<file path="config.mk">
export PLATFORM = sky130hd
export DESIGN_NAME = gpp_top
export DESIGN_NICKNAME = d
export VERILOG_FILES = /design/src/gpp_bank.v /design/src/gpp_strap.v /design/src/gpp_top.v
export VERILOG_INCLUDE_DIRS = /design/src
export SDC_FILE = /design/constraint.sdc
export NUM_CORES = 1
export LEC_CHECK = 0
export BUFFER_PORTS_ARGS = -buffer_cell sky130_fd_sc_hd__buf_2
export CORE_ASPECT_RATIO = 0.5
export CORE_MARGIN = 2
export CORE_UTILIZATION = 48
export CTS_CLUSTER_DIAMETER = 30
export DETAILED_ROUTE_END_ITERATION = 10
export PLACE_DENSITY = 0.76
export SYNTH_ARGS = -nofsm -noshare
export SYNTH_HDL_FRONTEND = slang
export SYNTH_SLANG_ARGS = --single-unit
</file>
<file path="constraint.sdc">
create_clock -name pclk -period 1.7 [get_ports pclk]
set_input_delay 0.17 -clock pclk [delete_from_list [all_inputs] [get_ports pclk]]
set_output_delay 0.17 -clock pclk [all_outputs]
set_load 0.01 [all_outputs]
</file>
<file path="src/gpp_map.vh">
`ifndef GPP_MAP_VH
`define GPP_MAP_VH

// line counts of the two port instances
`define GPP_A_LINES 13
`define GPP_B_LINES 5

// apb byte addresses, one aligned word per register
`define GPP_AW 12
`define GPP_OFS_A_CFG 12'h000
`define GPP_OFS_A_DAT 12'h004
`define GPP_OFS_A_DIR 12'h008
`define GPP_OFS_A_ODS 12'h00c
`define GPP_OFS_A_LAT 12'h010
`define GPP_OFS_B_CFG 12'h020
`define GPP_OFS_B_DAT 12'h024
`define GPP_OFS_B_DIR 12'h028
`define GPP_OFS_B_ODS 12'h02c
`define GPP_OFS_B_LAT 12'h030
`define GPP_OFS_STAT 12'h040

// status register fields
`define GPP_STAT_BOOT 0
`define GPP_STAT_CAPT 1
`define GPP_STAT_STOP 2

// special lines of the first instance
`define GPP_BOOT_LINE 6
`define GPP_STOP_LINE 7

// reset values: cfg 0 = gp line, dir 0 = input, ods 0 = push-pull
`define GPP_CFG_RST 1'b0
`define GPP_DIR_RST 1'b0
`define GPP_ODS_RST 1'b0
`define GPP_DAT_RST 1'b0
`define GPP_WORD_RST 32'h0000_0000

`endif

</file>
<file path="src/gpp_bank.v">
`timescale 1ns/10ps
`include "gpp_map.vh"

module gpp_bank #(
  parameter W = 13
) (
  input wire pclk,
  input wire presetn,
  input wire [W-1:0] cfg,
  input wire [W-1:0] dir,
  input wire [W-1:0] ods,
  input wire [W-1:0] dat,
  input wire [W-1:0] alt_out,
  input wire [W-1:0] alt_oe,
  input wire [W-1:0] pin_in,
  output reg [W-1:0] pin_out,
  output reg [W-1:0] pin_oe,
  output reg [W-1:0] alt_in,
  output reg [W-1:0] port_rd
);

  genvar i;
  generate
    for (i = 0; i < W; i = i + 1) begin : g_line
      // cfg set hands the line to its peripheral, else gp by dir
      wire drv_gp = ~cfg[i] & dir[i];
      wire drv = drv_gp | (cfg[i] & alt_oe[i]);
      wire val = cfg[i] ? alt_out[i] : dat[i];

      // open drain: a one releases the pin, only a zero is driven
      always @(posedge pclk or negedge presetn) begin
        if (!presetn) begin
          pin_out[i] <= `GPP_DAT_RST;
          pin_oe[i] <= 1'b0;
          alt_in[i] <= 1'b0;
          port_rd[i] <= 1'b0;
        end else begin
          pin_out[i] <= ods[i] ? 1'b0 : val;
          pin_oe[i] <= drv & (~ods[i] | ~val);
          alt_in[i] <= pin_in[i];
          // driven lines read the driver input, others the pin
          port_rd[i] <= drv ? val : pin_in[i];
        end
      end
    end
  endgenerate

endmodule

</file>
<file path="src/gpp_strap.v">
`timescale 1ns/10ps
`include "gpp_map.vh"

module gpp_strap (
  input wire pclk,
  input wire presetn,
  input wire pin_level,
  output reg boot_mode_select,
  output reg captured
);

  // the async reset may only load constants, so the strap level is
  // caught by the first clock edge after reset is released
  always @(posedge pclk or negedge presetn) begin
    if (!presetn) begin
      boot_mode_select <= 1'b0;
      captured <= 1'b0;
    end else if (!captured) begin
      boot_mode_select <= pin_level;
      captured <= 1'b1;
    end
  end

endmodule

</file>
<file path="src/gpp_top.v">
// What this block does
// - first port instance has thirteen independent bidirectional lines
// - second port instance has five lines, same control and readback
// - each port has configuration, data and direction registers
// - configuration, data and direction registers are read/write
// - each line is gp input, gp output or dedicated peripheral line
// - port read allowed any time; input lines return the pin level
// - output lines read back the output driver input, not the pin
// - writes always update data register; pin driven only as gp output
// - each output selectable push-pull or open drain; one releases pin
// - first instance line 6 level captured at reset as boot mode
// - first instance line 7 dedicated: active-low stop request output; here only with cfg bit 7 set, else a gp line
//
// The APB slave port and the register addresses were left to the implementer.
`timescale 1ns/10ps
`include "gpp_map.vh"

module gpp_top #(
  parameter WA = `GPP_A_LINES,
  parameter WB = `GPP_B_LINES
) (
  input wire pclk,
  input wire presetn,
  input wire psel,
  input wire penable,
  input wire pwrite,
  input wire [`GPP_AW-1:0] paddr,
  input wire [31:0] pwdata,
  input wire [3:0] pstrb,
  output reg [31:0] prdata,
  output reg pready,
  output reg pslverr,
  input wire [WA-1:0] pa_in,
  output wire [WA-1:0] pa_out,
  output wire [WA-1:0] pa_oe,
  input wire [WA-1:0] pa_alt_out,
  input wire [WA-1:0] pa_alt_oe,
  output wire [WA-1:0] pa_alt_in,
  input wire [WB-1:0] pb_in,
  output wire [WB-1:0] pb_out,
  output wire [WB-1:0] pb_oe,
  input wire [WB-1:0] pb_alt_out,
  input wire [WB-1:0] pb_alt_oe,
  output wire [WB-1:0] pb_alt_in,
  input wire wakeup_unit_stop_req_n,
  output wire boot_mode_select
);

  // one-hot apb states: idle/setup, then answer
  localparam [1:0] ST_IDLE = 2'b01;
  localparam [1:0] ST_ACK = 2'b10;

  reg [1:0] st_q;
  reg [1:0] st_d;

  // control registers of both instances
  reg [WA-1:0] cfg_a_q;
  reg [WA-1:0] dat_a_q;
  reg [WA-1:0] dir_a_q;
  reg [WA-1:0] ods_a_q;
  reg [WB-1:0] cfg_b_q;
  reg [WB-1:0] dat_b_q;
  reg [WB-1:0] dir_b_q;
  reg [WB-1:0] ods_b_q;

  wire [WA-1:0] rd_a;
  wire [WB-1:0] rd_b;
  wire boot_capt;
  reg stop_req_n_q;

  reg [31:0] rdata_d;
  reg err_d;
  reg wr_ok_q;
  wire [31:0] wmask;
  wire commit;

  // apb data width and the spare bits above each port
  localparam DW = 32;
  localparam ZA = DW - WA;
  localparam ZB = DW - WB;

  // one hit line per mapped word, shared by read and write decode
  wire hit_a_cfg;
  wire hit_a_dat;
  wire hit_a_dir;
  wire hit_a_ods;
  wire hit_a_lat;
  wire hit_b_cfg;
  wire hit_b_dat;
  wire hit_b_dir;
  wire hit_b_ods;
  wire hit_b_lat;
  wire hit_stat;

  // byte strobes turned into a bit mask for partial writes
  assign wmask = {{8{pstrb[3]}}, {8{pstrb[2]}},
                  {8{pstrb[1]}}, {8{pstrb[0]}}};

  // a write lands on the edge where the master sees pready high
  assign commit = (st_q == ST_ACK) & psel & penable & pwrite & wr_ok_q;

  function [31:0] merge;
    input [31:0] old;
    input [31:0] wd;
    input [31:0] m;
    begin
      merge = (old & ~m) | (wd & m);
    end
  endfunction

  // word hits from the byte address
  assign hit_a_cfg = (paddr == `GPP_OFS_A_CFG);
  assign hit_a_dat = (paddr == `GPP_OFS_A_DAT);
  assign hit_a_dir = (paddr == `GPP_OFS_A_DIR);
  assign hit_a_ods = (paddr == `GPP_OFS_A_ODS);
  assign hit_a_lat = (paddr == `GPP_OFS_A_LAT);
  assign hit_b_cfg = (paddr == `GPP_OFS_B_CFG);
  assign hit_b_dat = (paddr == `GPP_OFS_B_DAT);
  assign hit_b_dir = (paddr == `GPP_OFS_B_DIR);
  assign hit_b_ods = (paddr == `GPP_OFS_B_ODS);
  assign hit_b_lat = (paddr == `GPP_OFS_B_LAT);
  assign hit_stat = (paddr == `GPP_OFS_STAT);

  // merged word per writable register; the registers take a part-select
  // of it, so the spare upper bits of a write never land anywhere
  wire [DW-1:0] mrg_cfg_a;
  wire [DW-1:0] mrg_dat_a;
  wire [DW-1:0] mrg_dir_a;
  wire [DW-1:0] mrg_ods_a;
  wire [DW-1:0] mrg_cfg_b;
  wire [DW-1:0] mrg_dat_b;
  wire [DW-1:0] mrg_dir_b;
  wire [DW-1:0] mrg_ods_b;
  assign mrg_cfg_a = merge({{ZA{1'b0}}, cfg_a_q}, pwdata, wmask);
  assign mrg_dat_a = merge({{ZA{1'b0}}, dat_a_q}, pwdata, wmask);
  assign mrg_dir_a = merge({{ZA{1'b0}}, dir_a_q}, pwdata, wmask);
  assign mrg_ods_a = merge({{ZA{1'b0}}, ods_a_q}, pwdata, wmask);
  assign mrg_cfg_b = merge({{ZB{1'b0}}, cfg_b_q}, pwdata, wmask);
  assign mrg_dat_b = merge({{ZB{1'b0}}, dat_b_q}, pwdata, wmask);
  assign mrg_dir_b = merge({{ZB{1'b0}}, dir_b_q}, pwdata, wmask);
  assign mrg_ods_b = merge({{ZB{1'b0}}, ods_b_q}, pwdata, wmask);

  // address decode; read-only words refuse writes with an error
  always @* begin
    rdata_d = `GPP_WORD_RST;
    err_d = 1'b0;
    if (hit_a_cfg) begin
      rdata_d[WA-1:0] = cfg_a_q;
    end else if (hit_a_dat) begin
      rdata_d[WA-1:0] = rd_a;
    end else if (hit_a_dir) begin
      rdata_d[WA-1:0] = dir_a_q;
    end else if (hit_a_ods) begin
      rdata_d[WA-1:0] = ods_a_q;
    end else if (hit_a_lat) begin
      rdata_d[WA-1:0] = dat_a_q;
      err_d = pwrite;
    end else if (hit_b_cfg) begin
      rdata_d[WB-1:0] = cfg_b_q;
    end else if (hit_b_dat) begin
      rdata_d[WB-1:0] = rd_b;
    end else if (hit_b_dir) begin
      rdata_d[WB-1:0] = dir_b_q;
    end else if (hit_b_ods) begin
      rdata_d[WB-1:0] = ods_b_q;
    end else if (hit_b_lat) begin
      rdata_d[WB-1:0] = dat_b_q;
      err_d = pwrite;
    end else if (hit_stat) begin
      rdata_d[`GPP_STAT_BOOT] = boot_mode_select;
      rdata_d[`GPP_STAT_CAPT] = boot_capt;
      rdata_d[`GPP_STAT_STOP] = stop_req_n_q;
      err_d = pwrite;
    end else begin
      err_d = 1'b1;
    end
  end

  // apb sequencer: one wait state, answer held for one edge only
  always @* begin
    st_d = st_q;
    case (st_q)
      ST_IDLE: begin
        if (psel & penable) begin
          st_d = ST_ACK;
        end
      end
      ST_ACK: begin
        st_d = ST_IDLE;
      end
      default: begin
        st_d = ST_IDLE;
      end
    endcase
  end

  always @(posedge pclk or negedge presetn) begin
    if (!presetn) begin
      st_q <= ST_IDLE;
      pready <= 1'b0;
      pslverr <= 1'b0;
      prdata <= `GPP_WORD_RST;
      wr_ok_q <= 1'b0;
    end else begin
      st_q <= st_d;
      pready <= (st_q == ST_IDLE) & psel & penable;
      if ((st_q == ST_IDLE) & psel & penable) begin
        // read data and error are latched so they leave from a flop
        prdata <= pwrite ? `GPP_WORD_RST : rdata_d;
        pslverr <= err_d;
        wr_ok_q <= ~err_d;
      end else begin
        pslverr <= 1'b0;
        wr_ok_q <= 1'b0;
      end
    end
  end

  // port a configuration; every field resets to an undriven input
  always @(posedge pclk or negedge presetn) begin
    if (!presetn) begin
      cfg_a_q <= {WA{`GPP_CFG_RST}};
    end else if (commit & hit_a_cfg) begin
      cfg_a_q <= mrg_cfg_a[WA-1:0];
    end
  end

  // port a output data, stored even while a line is an input
  always @(posedge pclk or negedge presetn) begin
    if (!presetn) begin
      dat_a_q <= {WA{`GPP_DAT_RST}};
    end else if (commit & hit_a_dat) begin
      dat_a_q <= mrg_dat_a[WA-1:0];
    end
  end

  // port a direction, a one makes a gp line an output
  always @(posedge pclk or negedge presetn) begin
    if (!presetn) begin
      dir_a_q <= {WA{`GPP_DIR_RST}};
    end else if (commit & hit_a_dir) begin
      dir_a_q <= mrg_dir_a[WA-1:0];
    end
  end

  // port a drive mode, a one selects open drain
  always @(posedge pclk or negedge presetn) begin
    if (!presetn) begin
      ods_a_q <= {WA{`GPP_ODS_RST}};
    end else if (commit & hit_a_ods) begin
      ods_a_q <= mrg_ods_a[WA-1:0];
    end
  end

  // port b configuration, same meaning as on port a
  always @(posedge pclk or negedge presetn) begin
    if (!presetn) begin
      cfg_b_q <= {WB{`GPP_CFG_RST}};
    end else if (commit & hit_b_cfg) begin
      cfg_b_q <= mrg_cfg_b[WB-1:0];
    end
  end

  // port b output data
  always @(posedge pclk or negedge presetn) begin
    if (!presetn) begin
      dat_b_q <= {WB{`GPP_DAT_RST}};
    end else if (commit & hit_b_dat) begin
      dat_b_q <= mrg_dat_b[WB-1:0];
    end
  end

  // port b direction
  always @(posedge pclk or negedge presetn) begin
    if (!presetn) begin
      dir_b_q <= {WB{`GPP_DIR_RST}};
    end else if (commit & hit_b_dir) begin
      dir_b_q <= mrg_dir_b[WB-1:0];
    end
  end

  // port b drive mode
  always @(posedge pclk or negedge presetn) begin
    if (!presetn) begin
      ods_b_q <= {WB{`GPP_ODS_RST}};
    end else if (commit & hit_b_ods) begin
      ods_b_q <= mrg_ods_b[WB-1:0];
    end
  end

  // stop request copy for the status word, idle high
  always @(posedge pclk or negedge presetn) begin
    if (!presetn) begin
      stop_req_n_q <= 1'b1;
    end else begin
      stop_req_n_q <= wakeup_unit_stop_req_n;
    end
  end

  // line 7 peripheral is the wake-up unit's active-low stop request;
  // it only reaches the pin once software selects the peripheral
  wire [WA-1:0] a_alt_out;
  wire [WA-1:0] a_alt_oe;
  assign a_alt_out = (pa_alt_out & ~({{(WA-1){1'b0}}, 1'b1}
                     << `GPP_STOP_LINE)) |
                     ({{(WA-1){1'b0}}, wakeup_unit_stop_req_n}
                     << `GPP_STOP_LINE);
  assign a_alt_oe = pa_alt_oe |
                    ({{(WA-1){1'b0}}, 1'b1} << `GPP_STOP_LINE);

  gpp_bank #(
    .W(WA)
  ) u_bank_a (
    .pclk(pclk),
    .presetn(presetn),
    .cfg(cfg_a_q),
    .dir(dir_a_q),
    .ods(ods_a_q),
    .dat(dat_a_q),
    .alt_out(a_alt_out),
    .alt_oe(a_alt_oe),
    .pin_in(pa_in),
    .pin_out(pa_out),
    .pin_oe(pa_oe),
    .alt_in(pa_alt_in),
    .port_rd(rd_a)
  );

  gpp_bank #(
    .W(WB)
  ) u_bank_b (
    .pclk(pclk),
    .presetn(presetn),
    .cfg(cfg_b_q),
    .dir(dir_b_q),
    .ods(ods_b_q),
    .dat(dat_b_q),
    .alt_out(pb_alt_out),
    .alt_oe(pb_alt_oe),
    .pin_in(pb_in),
    .pin_out(pb_out),
    .pin_oe(pb_oe),
    .alt_in(pb_alt_in),
    .port_rd(rd_b)
  );

  // boot strap sampled from line 6 of the first instance
  gpp_strap u_strap (
    .pclk(pclk),
    .presetn(presetn),
    .pin_level(pa_in[`GPP_BOOT_LINE]),
    .boot_mode_select(boot_mode_select),
    .captured(boot_capt)
  );

endmodule
</file>
==> impl_metrics.tcl <==
set metrics [dict create \
    violations "setup timing" \
    syn_area_per_cell_sq_um 11.41 \
    io_pins 197 \
    overflow 0 \
    power_switching_mw 2.221 \
    p_total_mw 8.510 \
    cts.sinks 165 \
    final.fill_count 1272 \
    grt_pass1_wl_microns 33570 \
    fmax_mhz 513.7 \
    yosysUniqueCellTypes 56 \
    outcome "complete, but fails checks" \
    die-height_microns 94.81 \
    rows 33 \
    synth_compound_area_share_pct 11.36 \
    critPathTopFamily "simple AND/OR/NAND/NOR gates" \
    finalCritPeriodShare_pct 114.5 \
    worst_pin_slew_ps 510.5 \
    dr.pass1.iters 6 \
    drt_iter0_markers 557 \
    setup_ws_ps -246.6 \
    yosysTopAreaCellShare_pct 51.53 \
    drive_above_1_share_pct 37.68 \
    holdCritPathClass "in2reg" \
    hold_violations 0 \
    finalNetCount 1045 \
    synthTopCellsByArea "dfrtp_1 52%, mux2_2 11%, mux2i_1 5.1%, nand2_1 3.1%, nor2b_1 2.4%" \
    synth_adder_area_share_pct 0 \
    rr_worst_depth 6 \
    cp.required_ps 2020 \
    slew_headroom_pct 65.54 \
    coreArea_sq_um 16270 \
    drv_slew 0 \
    antenna_found_initial 1 \
    worstPathCellList "nand4_1, nor3b_4, buf_4, nand3_4, nor2_8, mux2_2" \
    p_leak_nw 5.032 \
    crit_path_max_fanout 8 \
    vias 6538 \
    pwr-share-comb_pct 8.6 \
    dp_hpwl_microns 15060 \
    gp_congestion 0.9383 \
    die-area_sq_um 17600 \
    port_buffers 154 \
    synth_top_flop_cell "dfrtp_1" \
    p_clk_share_pct 44.4 \
    cap_viol_max_count 0 \
    cts_tree "done" \
    netlist_instances 694 \
    powerDensity_nw_per_um2 809.8 \
    pwr-share-seq_pct 47.0 \
    synth-xor-area-share_pct 0 \
    synth_edf_count 0 \
    vias_per_cell 5.550 \
    synthArstFlopShare_pct 100.0 \
    final_common_cell "dfrtp_1" \
    swShare_pct 26.10 \
    grt_max_degree 51 \
    slowest_stage "mux2_2" \
    path_clk_slew_ps 70 \
    crit_path_start_kind "flip-flop" \
    path_buf_inv 1 \
    routed_wl_microns 21760 \
    dpl_worst_slack_ps -198.9 \
    fp.dieW_microns 185.6 \
    worst_setup_path_end_kind "flip-flop" \
    worstSetupPathType "reg2reg" \
    cp_data_arrival_time_ps 2270 \
    use_met2_pct 40.89 \
    yosys.area.top_type "dfrtp_1" \
    initial_core_util_pct 48.66 \
    synth_top_family_by_area "simple AND/OR/NAND/NOR gates" \
    synthMuxAreaShare_pct 16.15 \
    internal_power_mw 6.289 \
    cts-root-buf "clkbuf_16" \
    rsz0062_at_grt "yes" \
    hold_path_depth 3 \
    busiest_layer "met2" \
    grt.met3_usage_pct 5.708 \
    min_period_ps 1947 \
    cpPeakStageDelay_ps 370 \
    ys_seq_area_share_pct 52.19 \
    synth-simple-area-share_pct 16.52 \
    drt-wirelength-per-cell_microns 18.47 \
    layout_common_cells "163 x dfrtp_1, 153 x buf_2, 65 x nand2_1" \
    h-tree-depth 4 \
    cp.depth 6 \
    clock_latency_ps 440 \
    postRouteAntennaNets 0 \
    first_global_vias 6291 \
    worst_ir_drop_vdd_mv 0.6260 \
    met1_usage_pct 34.53 \
    setup_viol 72 \
    numCtsBuffers 17 \
    ys_warn_count 0 \
    area_growth_pct 32.73 \
    finClkSkew_ps 10.64 \
    clock_path_buffers 2 \
    syn-cell-area_sq_um 7916 \
    ys_seq_elements 165 \
    grt_usage_pct 25.39 \
    remaining_drc_errors 0 \
]
## worst paths after layout
path | startpoint | endpoint | slack (ps)
worst max-delay path | wr_ok_q | flip-flop | -250
worst min-delay path | pa_alt_oe[8] | u_bank_a.pin_oe[8] | 3
worst max register to register | wr_ok_q | flip-flop | -250
worst min register to register | prdata[5] | prdata[5] | 500
max in group asynchronous | presetn | prdata[8] | 810
min in group asynchronous | presetn | u_bank_a.pin_oe[0] | 260
## per-layer routing
metal | vias to the layer above | wire (microns)
li1 | 2975 | -
met1 | 3230 | 9445
met2 | 282 | 10360
met3 | 51 | 1541
met4 | 0 | 417
met5 | - | 0
## timing repair
action | CTS | global route
resized for setup | 59 | 7
endpoints found under the setup margin | 73 | 83
pin swaps | 13 | 13
hold buffers | 29 | 0
setup buffers | 9 | 6
endpoints found under the hold margin | 72 | 0
## cell usage after synthesis, types with 14 or more instances
cell type  count
dfrtp_1      163
mux2_2        74
nand2_1       65
mux2i_1       40
a21oi_1       38
o21ai_0       37
nor2_1        31
nor2b_1       31
nand3_1       24
a211oi_1      21
buf_4         21
clkbuf_1      14
## cell families after synthesis
| family | after synthesis |
|---|---|
| compound gates | 143 |
| buf+inv | 51 |
| flops | 165 |
| mux | 116 |
| other cells | 2 |
| simple gates | 217 |
## power by group through the flow
| stage | registers [mW] | clock network (mW) | logic (mW) |
|---|---|---|---|
| 6_report | 4.00 | 3.78 | 0.731 |
| 5_1_grt | 4.00 | 4.00 | 0.796 |
| 4_1_cts | 4.00 | 3.81 | 0.714 |
| 3_5_place_dp | 4.07 | 0 | 0.654 |
| 3_3_place_gp | 4.07 | 0 | 0.637 |
| 2_1_floorplan | 4.09 | 0 | 0.264 |
## area by class of cell
cell class	count	area, sq um	share of cell area [%]
diodes	1	2.502	0.02382
clock buffers	19	452.9	4.311
clock inverters	13	116.4	1.107
inverters	7	26.28	0.2501
multi-input cells	496	3805	36.21
flip-flops and latches	165	4131	39.32
well taps	227	284.0	2.703
repair buffers	250	1689	16.08
## per-stage QoR
| stage | instances | cell area (sq um) | utilization, % | TNS [ps] | hold WS (ps) |
|---|---|---|---|---|---|
| after floorplan | 712 | 8008 | - | -131.4 | -125.6 |
| after global placement | 1102 | 9264 | 56.95 | -8393 | 157.7 |
| after detailed placement | 1102 | 9264 | 56.95 | -11390 | 157.2 |
| after CTS | 1171 | 10440 | 64.17 | -9733 | 1.256 |
| after global routing | 1178 | 10510 | 64.59 | -17920 | 7.030 |
| final | 1178 | 10510 | 64.59 | -14440 | 3.452 |
## tightest hold or removal path, stage by stage
cell	delay (ps)
buf_2	100
nand3_1	60
o21ai_0	70
Power figures use the tool's default switching activity.
